[src/mds_pkg.sv]
// Purpose: Shared constants and types for the multi-device FFT sequencer.
// Assumes: One system clock; all strobes are synchronous to it.
// Notes:   The mode word layout matches the secondary input bus bit order.
package mds_pkg;

   // ***************************************************************
   // Mode word layout
   // ***************************************************************
   typedef struct packed {
      logic       keepValid;    // Bit 15.
      logic [1:0] dumpSel;      // Bits 14:13.
      logic       simpleEnable; // Bit 12.
      logic       validDelay;   // Bit 11.
      logic [1:0] multiSel;     // Bits 10:9.
      logic [2:0] overlapSel;   // Bits 8:6.
      logic [1:0] windowSel;    // Bits 5:4.
      logic       shiftSel;     // Bit 3.
      logic [2:0] sizeSel;      // Bits 2:0.
   } mds_mode_t;

   localparam logic [15:0] MODE_RESET   = 16'h0000;
   localparam logic [1:0]  MULTI_SINGLE = 2'h0;
   localparam logic [1:0]  MULTI_CONC   = 2'h1;
   localparam logic [1:0]  MULTI_SEQ    = 2'h2;
   localparam logic [1:0]  MULTI_EXT    = 2'h3;

   localparam logic [2:0]  SIZE_16X16   = 3'h0;
   localparam logic [2:0]  SIZE_4X64    = 3'h1;
   localparam logic [2:0]  SIZE_256     = 3'h2;
   localparam logic [2:0]  SIZE_1024    = 3'h3;
   localparam logic [2:0]  SIZE_8X64R   = 3'h4;
   localparam logic [2:0]  SIZE_2X256R  = 3'h5;
   localparam logic [2:0]  SIZE_2X1024R = 3'h6;

   localparam logic [2:0]  OVL_NONE     = 3'h0;
   localparam logic [2:0]  OVL_50       = 3'h1;
   localparam logic [2:0]  OVL_50_DIV2  = 3'h2;
   localparam logic [2:0]  OVL_75       = 3'h3;
   localparam logic [2:0]  OVL_75_DIV4  = 3'h4;
   localparam logic [2:0]  OVL_DUAL_0   = 3'h5;
   localparam logic [2:0]  OVL_DUAL_50  = 3'h6;
   localparam logic [2:0]  OVL_DUAL_75  = 3'h7;

   // ***************************************************************
   // Timing counts in system clock cycles, priming in output strobes
   // ***************************************************************
   localparam int          CNT_W        = 12;
   localparam logic [2:0]  PRIME_STROBES = 3'h4;
   localparam logic [3:0]  SYNC_MAX     = 4'hc;
   localparam logic [11:0] XFORM_CYCLES = 12'h400;

   typedef enum logic [1:0] {
      LD_IDLE = 2'b01,
      LD_LOAD = 2'b10
   } mds_load_t;

   typedef enum logic [5:0] {
      CP_IDLE  = 6'b000001,
      CP_SYNC  = 6'b000010,
      CP_XFORM = 6'b000100,
      CP_PRIME = 6'b001000,
      CP_WAIT  = 6'b010000,
      CP_DUMP  = 6'b100000
   } mds_comp_t;

endpackage

[src/mds_fft_sequencer.sv]
// Purpose: Load, transform and dump sequencing for one FFT processor
//          working alone or among identical peers.
// Assumes: Strobes and neighbour flags are synchronous to clk_sys.
// Notes:   The arithmetic itself is modelled only by its duration.
//
// Summary of operation
// - Mode 01 loads concurrently with transforms; each dump follows its transform.
// - Real transforms in modes 01 and 10 take only the real bus.
// - Two overlap options divide the input strobe by two or four.
// - Mode 01 drops the load flag at 25, 50 or 100 percent loaded.
// - Multiple concurrent sets drop the flag in first and last sub-block.
// - Trigger edges are ignored while a load is already running.
// - Mode 10 loads, transforms and dumps as separate phases.
// - Every dump starts with four output strobes of priming.
// - Input synchronisation may add up to 12 clocks to a transform.
// - Mode 10 flag timing matches mode 01 without the double transition.
// - Mode 11 never overlaps I/O and loads extra samples for one, two or four transforms, as the overlap selects.
// - Mode 11 drops the flag after one normal block, then keeps loading.
// - The mode word is taken from the secondary bus while define is high.
// - A falling load-trigger edge starts the load procedure.
// - In multi modes valid waits for permit, while priming still proceeds.
`timescale 1ns/1ps

module mds_fft_sequencer
   import mds_pkg::*;
(
   input  wire logic        clk_sys,
   input  wire logic        rst,
   input  wire logic        modeDefine,
   input  wire logic [15:0] secondaryBus,
   input  wire logic        inputSampleStrobe,
   input  wire logic        outputSampleStrobe,
   input  wire logic        loadTrigger,
   input  wire logic        outputPermit,
   output mds_mode_t        modeWord,
   output logic             sampleTake,
   output logic             useImagBus,
   output logic             loadWindowFlag,
   output logic             loadBusy,
   output logic             xformBusy,
   output logic             resultsValid,
   output logic             outputDriveEn,
   output logic             resultWordStrobe
);

   // ***************************************************************
   // Size decoding
   // ***************************************************************
   function automatic logic [CNT_W-1:0] blockPoints(input logic [2:0] sz);
      case (sz)
         SIZE_1024, SIZE_2X1024R: blockPoints = 12'h400;
         SIZE_8X64R, SIZE_2X256R: blockPoints = 12'h200;
         default:                 blockPoints = 12'h100;
      endcase
   endfunction

   function automatic logic [CNT_W-1:0] subPoints(input logic [2:0] sz);
      case (sz)
         SIZE_4X64, SIZE_8X64R: subPoints = 12'h040;
         default:               subPoints = blockPoints(sz);
      endcase
   endfunction

   // ***************************************************************
   // Mode word capture
   // ***************************************************************
   mds_mode_t modeQ;
   mds_mode_t modeD;

   always_comb
   begin
      modeD = modeQ;
      if (modeDefine)
      begin
         modeD = mds_mode_t'(secondaryBus);
      end
   end

   always_ff @(posedge clk_sys)
   begin
      if (rst)
         modeQ <= mds_mode_t'(MODE_RESET);
      else
         modeQ <= modeD;
   end

   // ***************************************************************
   // Decoded configuration
   // ***************************************************************
   logic [CNT_W-1:0] blkN;
   logic [CNT_W-1:0] subN;
   logic [CNT_W-1:0] dropOff;
   logic [CNT_W-1:0] loadTotal;
   logic [CNT_W-1:0] dumpLen;
   logic [1:0]       divSel;
   logic [2:0]       xformsPerLoad;
   logic             isMulti;
   logic             isSeqMode;
   logic             multiSet;
   logic             dualSource;
   logic             realOnly;

   always_comb
   begin
      blkN       = blockPoints(modeQ.sizeSel);
      subN       = subPoints(modeQ.sizeSel);
      isMulti    = (modeQ.multiSel != MULTI_SINGLE);
      isSeqMode  = (modeQ.multiSel == MULTI_SEQ) || (modeQ.multiSel == MULTI_EXT);
      multiSet   = (subN != blkN);
      dualSource = (modeQ.overlapSel >= OVL_DUAL_0);
      realOnly   = (modeQ.multiSel == MULTI_CONC) || (modeQ.multiSel == MULTI_SEQ);
      divSel     = 2'h0;
      dropOff    = subN;
      xformsPerLoad = 3'h1;
      case (modeQ.overlapSel)
         OVL_50, OVL_DUAL_50:
         begin
            dropOff = subN >> 1;
            xformsPerLoad = 3'h2;
         end
         OVL_50_DIV2:
         begin
            dropOff = subN >> 1;
            xformsPerLoad = 3'h2;
            divSel = 2'h1;
         end
         OVL_75, OVL_DUAL_75:
         begin
            dropOff = subN >> 2;
            xformsPerLoad = 3'h4;
         end
         OVL_75_DIV4:
         begin
            dropOff = subN >> 2;
            xformsPerLoad = 3'h4;
            divSel = 2'h3;
         end
         default:
         begin
            dropOff = subN;
         end
      endcase
      loadTotal = blkN;
      if (modeQ.multiSel == MULTI_EXT)
      begin
         // One whole extra sub-block for sets, half a block otherwise.
         dropOff = blkN;
         loadTotal = blkN + (multiSet ? subN : (blkN >> 1));
      end
      else
      begin
         xformsPerLoad = 3'h1;
      end
      case (modeQ.dumpSel)
         2'h0:    dumpLen = blkN >> 2;
         2'h1:    dumpLen = blkN >> 1;
         2'h2:    dumpLen = blkN >> 1;
         default: dumpLen = blkN;
      endcase
   end

   // ***************************************************************
   // Load sequencer and load-window flag
   // ***************************************************************
   mds_load_t        ldStateQ;
   mds_load_t        ldStateD;
   logic [CNT_W-1:0] ldCntQ;
   logic [CNT_W-1:0] ldCntD;
   logic [1:0]       divCntQ;
   logic [1:0]       divCntD;
   logic             flagQ;
   logic             flagD;
   logic             trigPrevQ;
   logic             defPrevQ;
   logic             defRoseQ;
   logic             takeQ;
   logic             takeD;
   logic             imagQ;
   logic             imagD;
   logic             readyQ;
   logic             readyD;
   logic             readyClr;
   logic             compIdle;
   logic             startReq;
   logic             sampleEn;
   logic [CNT_W-1:0] lastSubStart;

   always_comb
   begin
      ldStateD = ldStateQ;
      ldCntD   = ldCntQ;
      divCntD  = divCntQ;
      flagD    = flagQ;
      takeD    = 1'b0;
      readyD   = readyQ;
      imagD    = imagQ;
      lastSubStart = blkN - subN;
      // The define edge is used one clock late, so the newly taken mode word decides.
      startReq = (trigPrevQ && !loadTrigger)
               || (modeQ.simpleEnable && isMulti && defRoseQ);
      sampleEn = inputSampleStrobe && ((divCntQ & divSel) == 2'h0);
      if (inputSampleStrobe)
         divCntD = divCntQ + 2'h1;
      if (readyClr)
         readyD = 1'b0;
      case (ldStateQ)
         LD_IDLE:
         begin
            // Sequential modes keep I/O apart from the transform.
            if (startReq && !readyQ && (!isSeqMode || compIdle))
            begin
               ldStateD = LD_LOAD;
               ldCntD   = '0;
               divCntD  = 2'h0;
               flagD    = 1'b1;
               // Modes 01 and 10 keep real data on the real bus, dual source or not.
               imagD    = (modeQ.sizeSel < SIZE_8X64R)
                        || (dualSource && !realOnly);
            end
         end
         LD_LOAD:
         begin
            // Further trigger edges are simply not looked at here.
            if (sampleEn)
            begin
               takeD  = 1'b1;
               ldCntD = ldCntQ + 12'h001;
               if (ldCntQ + 12'h001 == dropOff)
                  flagD = 1'b0;
               if (modeQ.multiSel == MULTI_CONC && multiSet && ldCntQ >= dropOff)
               begin
                  if (ldCntQ + 12'h001 == lastSubStart)
                     flagD = 1'b1;
                  if (ldCntQ + 12'h001 == lastSubStart + dropOff)
                     flagD = 1'b0;
               end
               if (ldCntQ + 12'h001 == loadTotal)
               begin
                  ldStateD = LD_IDLE;
                  flagD    = 1'b0;
                  readyD   = 1'b1; // Setting wins over the hand-off clear.
               end
            end
         end
         default:
         begin
            ldStateD = LD_IDLE;
            flagD    = 1'b0;
         end
      endcase
   end

   always_ff @(posedge clk_sys)
   begin
      if (rst)
      begin
         ldStateQ  <= LD_IDLE;
         ldCntQ    <= '0;
         divCntQ   <= 2'h0;
         flagQ     <= 1'b0;
         trigPrevQ <= 1'b0;
         defPrevQ  <= 1'b0;
         defRoseQ  <= 1'b0;
         takeQ     <= 1'b0;
         imagQ     <= 1'b0;
         readyQ    <= 1'b0;
      end
      else
      begin
         ldStateQ  <= ldStateD;
         ldCntQ    <= ldCntD;
         divCntQ   <= divCntD;
         flagQ     <= flagD;
         trigPrevQ <= loadTrigger;
         defPrevQ  <= modeDefine;
         defRoseQ  <= modeDefine && !defPrevQ;
         takeQ     <= takeD;
         imagQ     <= imagD;
         readyQ    <= readyD;
      end
   end

   // ***************************************************************
   // Transform and dump sequencer
   // ***************************************************************
   mds_comp_t        cpStateQ;
   mds_comp_t        cpStateD;
   logic [CNT_W-1:0] cpCntQ;
   logic [CNT_W-1:0] cpCntD;
   logic [2:0]       xfLeftQ;
   logic [2:0]       xfLeftD;
   logic             validQ;
   logic             validD;
   logic             driveQ;
   logic             driveD;
   logic             wordQ;
   logic             wordD;

   always_comb
   begin
      cpStateD = cpStateQ;
      cpCntD   = cpCntQ;
      xfLeftD  = xfLeftQ;
      validD   = validQ;
      driveD   = driveQ;
      wordD    = 1'b0;
      readyClr = 1'b0;
      compIdle = (cpStateQ == CP_IDLE);
      case (cpStateQ)
         CP_IDLE:
         begin
            // A load in the concurrent mode may already run beside this.
            if (readyQ && ldStateQ == LD_IDLE || readyQ && !isSeqMode)
            begin
               readyClr = 1'b1;
               xfLeftD  = xformsPerLoad;
               cpCntD   = '0;
               cpStateD = CP_SYNC;
            end
         end
         CP_SYNC:
         begin
            // Align to the input strobe, never waiting past the limit.
            cpCntD = cpCntQ + 12'h001;
            if (inputSampleStrobe || cpCntQ[3:0] == SYNC_MAX - 4'h1)
            begin
               cpCntD   = '0;
               cpStateD = CP_XFORM;
            end
         end
         CP_XFORM:
         begin
            cpCntD = cpCntQ + 12'h001;
            if (cpCntQ == XFORM_CYCLES - 12'h001)
            begin
               cpCntD   = '0;
               cpStateD = CP_PRIME;
            end
         end
         CP_PRIME:
         begin
            // Priming runs even without permit so no gap opens later.
            if (outputSampleStrobe)
            begin
               cpCntD = cpCntQ + 12'h001;
               if (cpCntQ[2:0] == PRIME_STROBES - 3'h1)
               begin
                  cpCntD   = '0;
                  cpStateD = CP_WAIT;
               end
            end
         end
         CP_WAIT:
         begin
            if (outputPermit || !isMulti)
            begin
               validD   = 1'b1;
               driveD   = 1'b1;
               cpStateD = CP_DUMP;
            end
         end
         CP_DUMP:
         begin
            if (outputSampleStrobe)
            begin
               wordD  = 1'b1;
               cpCntD = cpCntQ + 12'h001;
               if (cpCntQ == dumpLen - 12'h001)
               begin
                  validD  = 1'b0;
                  driveD  = 1'b0;
                  cpCntD  = '0;
                  xfLeftD = xfLeftQ - 3'h1;
                  cpStateD = (xfLeftQ > 3'h1) ? CP_XFORM : CP_IDLE;
               end
            end
         end
         default:
         begin
            cpStateD = CP_IDLE;
            validD   = 1'b0;
            driveD   = 1'b0;
         end
      endcase
   end

   always_ff @(posedge clk_sys)
   begin
      if (rst)
      begin
         cpStateQ <= CP_IDLE;
         cpCntQ   <= '0;
         xfLeftQ  <= 3'h0;
         validQ   <= 1'b0;
         driveQ   <= 1'b0;
         wordQ    <= 1'b0;
      end
      else
      begin
         cpStateQ <= cpStateD;
         cpCntQ   <= cpCntD;
         xfLeftQ  <= xfLeftD;
         validQ   <= validD;
         driveQ   <= driveD;
         wordQ    <= wordD;
      end
   end

   // ***************************************************************
   // Outputs, all straight from flip-flops
   // ***************************************************************
   logic busyLoadQ;
   logic busyXfQ;

   always_ff @(posedge clk_sys)
   begin
      if (rst)
      begin
         busyLoadQ <= 1'b0;
         busyXfQ   <= 1'b0;
      end
      else
      begin
         busyLoadQ <= (ldStateD == LD_LOAD);
         busyXfQ   <= (cpStateD == CP_SYNC) || (cpStateD == CP_XFORM);
      end
   end

   assign modeWord         = modeQ;
   assign sampleTake       = takeQ;
   assign useImagBus       = imagQ;
   assign loadWindowFlag   = flagQ;
   assign loadBusy         = busyLoadQ;
   assign xformBusy        = busyXfQ;
   assign resultsValid     = validQ;
   assign outputDriveEn    = driveQ;
   assign resultWordStrobe = wordQ;

endmodule

[config.mk]
export PLATFORM = sky130hd
export DESIGN_NAME = mds_fft_sequencer
export DESIGN_NICKNAME = d
export VERILOG_FILES = /design/src/mds_pkg.sv /design/src/mds_fft_sequencer.sv
export SDC_FILE = /design/constraint.sdc
export NUM_CORES = 1
export LEC_CHECK = 0
export BUFFER_PORTS_ARGS = -buffer_cell sky130_fd_sc_hd__buf_2
export CAP_MARGIN = 20
export CORE_MARGIN = 1
export CORE_UTILIZATION = 45
export CTS_CLUSTER_SIZE = 24
export DETAILED_ROUTE_END_ITERATION = 8
export GPL_ROUTABILITY_DRIVEN = 0
export GPL_TIMING_DRIVEN = 0
export HOLD_SLACK_MARGIN = 0.08
export PLACE_DENSITY = 0.62
export REMOVE_ABC_BUFFERS = 1
export SLEW_MARGIN = 20
export SYNTH_ARGS = -nofsm -noshare
export SYNTH_HDL_FRONTEND = slang
export SYNTH_SLANG_ARGS = --single-unit
[constraint.sdc]
create_clock -name clk_sys -period 4 [get_ports clk_sys]
set_input_delay 1.2 -clock clk_sys [delete_from_list [all_inputs] [get_ports clk_sys]]
set_output_delay 1.2 -clock clk_sys [all_outputs]
set_load 0.1 [all_outputs]
==> impl_metrics.env <==
export IMPL_r2r_slack_ps=200
export IMPL_ant_nets=0
export IMPL_ios=47
export IMPL_crit_start="modeWord[9]"
export IMPL_ys_warn_count=0
export IMPL_dr_pass1_iters=5
export IMPL_grt_pass1_vias=4512
export IMPL_synthFlopType="dfxtp_1"
export IMPL_critPathMaxStageDelay_ps=630
export IMPL_routed_wirelength_mm=13.3
export IMPL_fillCellCount=1091
export IMPL_path_cells="ha_4 -> or4b_2 -> a211oi_1 -> a211oi_2 -> inv_1 -> ha_1 -> inv_1 -> fa_1 -> xnor3_1 -> a311oi_1 -> and4_1 -> a311oi_1 -> o21ai_1 -> a21oi_1"
export IMPL_dieArea_sq_um=11700
export IMPL_cp_depth=14
export IMPL_grt_pass1_wl_mm=21.9
export IMPL_post_drt_wl_per_cell_um=16.3
export IMPL_synth_xor_area_share_pct=8.33
export IMPL_cts_sinks=64
export IMPL_cts_clk_slew_worst_paths_ps=70
export IMPL_yosys_area_top_type_share_pct=25.3
export IMPL_skew_ps=10.3
export IMPL_grt_max_degree=56
export IMPL_synth_adder_area_share_pct=7.96
export IMPL_drcViolationCount=0
export IMPL_io_buffers=46
export IMPL_drive_above_1_share_pct=13.2
export IMPL_yosys_area_top_type="dfxtp_1"
export IMPL_r2r_start="modeWord[9]"
export IMPL_hold_path_startpoint="defPrevQ"
export IMPL_overflow=0
export IMPL_synthCells=646
export IMPL_finish_instance_area_sq_um=5540
export IMPL_htreeDepth=3
export IMPL_synth_area_per_cell_sq_um=7.83
export IMPL_crit_family="compound AO/OA/AOI/OAI gates"
export IMPL_startpoint_type="flip-flop"
export IMPL_layout_common_cells="62 x nor2_1, 61 x dfxtp_1, 53 x nand2_1"
export IMPL_holdPathStages=1
export IMPL_worst_path_max_fanout=21
export IMPL_yosys_cell_types_count=79
export IMPL_netlist_area_sq_um=5060
export IMPL_yosys_top_cells_area="dfxtp_1 25%, ha_1 7.2%, a21oi_1 5.2%"
export IMPL_cts_tree="yes"
export IMPL_synth_top_family_by_area="simple AND/OR/NAND/NOR gates"
export IMPL_rows=38
export IMPL_antenna_found_initial=0
export IMPL_grt_total_usage_pct=24.1
export IMPL_dp_hpwl_mm=9.86
export IMPL_nets=723
export IMPL_synth_edf_count=0
export IMPL_die_h_um=108
export IMPL_worst_pin_slew_ps=1070
export IMPL_endpoint_kind="flip-flop"
export IMPL_path_class="reg2reg"
export IMPL_postLayoutCoreUtil_pct=50.9
export IMPL_report_final_slew_viol_count=0
export IMPL_holdCritPathClass="reg2reg"
export IMPL_vias_per_cell=5.98
export IMPL_synth_seq_cells=64
export IMPL_rsz0062_at_grt="no"
export IMPL_initial_core_util_pct=46.5
export IMPL_fmax_mhz=263
export IMPL_place_area_sq_um=5300
export IMPL_rr_worst_depth=14
export IMPL_setup_violations_final=0
export IMPL_max_cap_violations=0
export IMPL_mostFrequentLayoutCell="nor2_1"
export IMPL_area_growth_syn_to_layout_pct=9.57
export IMPL_status="finished, final reports clean"
export IMPL_cp_slowest_cell="or4b_2"
export IMPL_leakagePower_nw=2.26
export IMPL_fin_crit_sh_pct=95.0
export IMPL_async_reset_ff_share_pct=0
export IMPL_n_antenna_cell=0
export IMPL_required_ps=4210
export IMPL_path_buf_inv=2
export IMPL_synth_compound_area_share_pct=21.5
export IMPL_drt_iter0_drc=380
export IMPL_finalCriticalPeriod_ps=3800
export IMPL_numCtsBuffers=9
export IMPL_dieWidth_um=108
export IMPL_ir_worst_vdd_uv=223
export IMPL_hold_violations=0
export IMPL_crit_arrival_ps=4010
export IMPL_synthSimpleGateAreaFrac_pct=26.7
export IMPL_cts_max_path_buffers=2
export IMPL_powerDensity_nw_per_um2=315
export IMPL_cts_hold_buf=0
export IMPL_core_area_sq_um=10900
export IMPL_muxShareOfSynthArea_pct=3.56
export IMPL_root_buffer="clkbuf_8"
export IMPL_clkLatencyLatePin_ps=370
export IMPL_hold_slack_ps=383
export IMPL_num_vias=4864
export IMPL_slew_headroom_pct=28.9
export IMPL_ys_seq_area_share_pct=25.3
cell type report:
type                            count  area (sq um)  share of cell area, %
Multi-Input combinational cell    508          3480                   62.8
Clock inverter                      4          76.3                   1.38
Tap cell                          140           175                   3.16
Clock buffer                       12           145                   2.62
Timing Repair Buffer               46           230                   4.15
Inverter                           40           150                   2.71
Sequential cell                    64          1280                   23.2
worst register-to-register path, cell delays in order, from the launching register on:
cell	delay (ps)
dfxtp_1	370
ha_4	260
or4b_2	630
a211oi_1	340
a211oi_2	140
inv_1	90
ha_1	180
inv_1	60
fa_1	500
xnor3_1	310
a311oi_1	200
and4_1	250
a311oi_1	100
o21ai_1	130
a21oi_1	80
synth_stat cells, drive strengths merged (3+ instances only):
cell type  instances
and2               9
a311oi             6
nand3             22
nand4              5
buf               16
and3              13
a31oi             13
xnor3              7
ha                29
inv               39
nand2             54
nor4              13
nor2b              7
a21oi             53
a21o               6
nand2b             8
clkbuf            20
xor2              12
a32oi              7
or3                8
o211a              3
dfxtp             64
nand3b             8
o21ai             30
o21bai             4
o221ai             3
nor3              22
or2                5
nor2              62
mux2i             18
xnor2             16
o31ai              4
and4               4
a211oi            10
or4                3
o21a               3
through the flow:
step / setup TNS (ps) / setup slack [ps] / std cells / total power, mW
2_1_floorplan: -41.7 / -41.7 / 612 / 1.00
3_5_place_dp: -103 / -103 / 798 / 1.11
5_1_grt: 0 / 1.74 / 814 / 1.83
4_1_cts: 0 / 33.5 / 814 / 1.76
3_3_place_gp: -79.9 / -79.9 / 798 / 1.10
6_report: 0 / 199 / 814 / 1.75
routing by layer:
| metal | wire length [um] | track usage, % | part of all wire [%] | vias to the layer above |
|---|---|---|---|---|
| met2 | 6300 | 39.7 | 47 | 139 |
| met3 | 641 | 4.82 | 4.8 | 31 |
| met4 | 369 | 10.5 | 2.8 | 0 |
| li1 | - | - | - | 2385 |
| met5 | 0 | 0 | 0 | - |
| met1 | 5950 | 30.4 | 45 | 2309 |
cell families after synthesis:
family	count (synthesis)
compound gates	165
xor+xnor	35
fa+ha+maj	31
buf+inv	76
flops	64
mux	18
other cells	1
simple gates	256
registers in the layout, summed over array words and instances, names as in the netlist:
register,count
modeWord,16
cpCntQ,12
ldCntQ,12
cpStateQ,6
xfLeftQ,3
divCntQ,2
ldStateQ,2
defPrevQ,1
defRoseQ,1
loadBusy,1
loadWindowFlag,1
outputDriveEn,1
readyQ,1
resultWordStrobe,1
sampleTake,1
trigPrevQ,1
useImagBus,1
xformBusy,1
where the power goes:
part           internal, mW  switching [mW]  leakage [nW]
clock network         0.371           0.277         0.107
logic                 0.132           0.281          1.63
registers             0.658          0.0285         0.521
total                  1.16           0.587          2.26
path summary, 6_finish.rpt:
check | endpoint
setup / recovery | loadWindowFlag
hold / removal | defRoseQ
setup reg to reg | loadWindowFlag
hold reg to reg | defRoseQ
repair_timing:
| action | in CTS | in global routing |
|---|---|---|
| buffers inserted | 0 | 0 |
| resized for setup | 3 | 4 |
| setup endpoints to repair | 1 | 1 |
| pin swaps | 0 | 0 |
No activity file was read; power rests on OpenSTA's default activity.
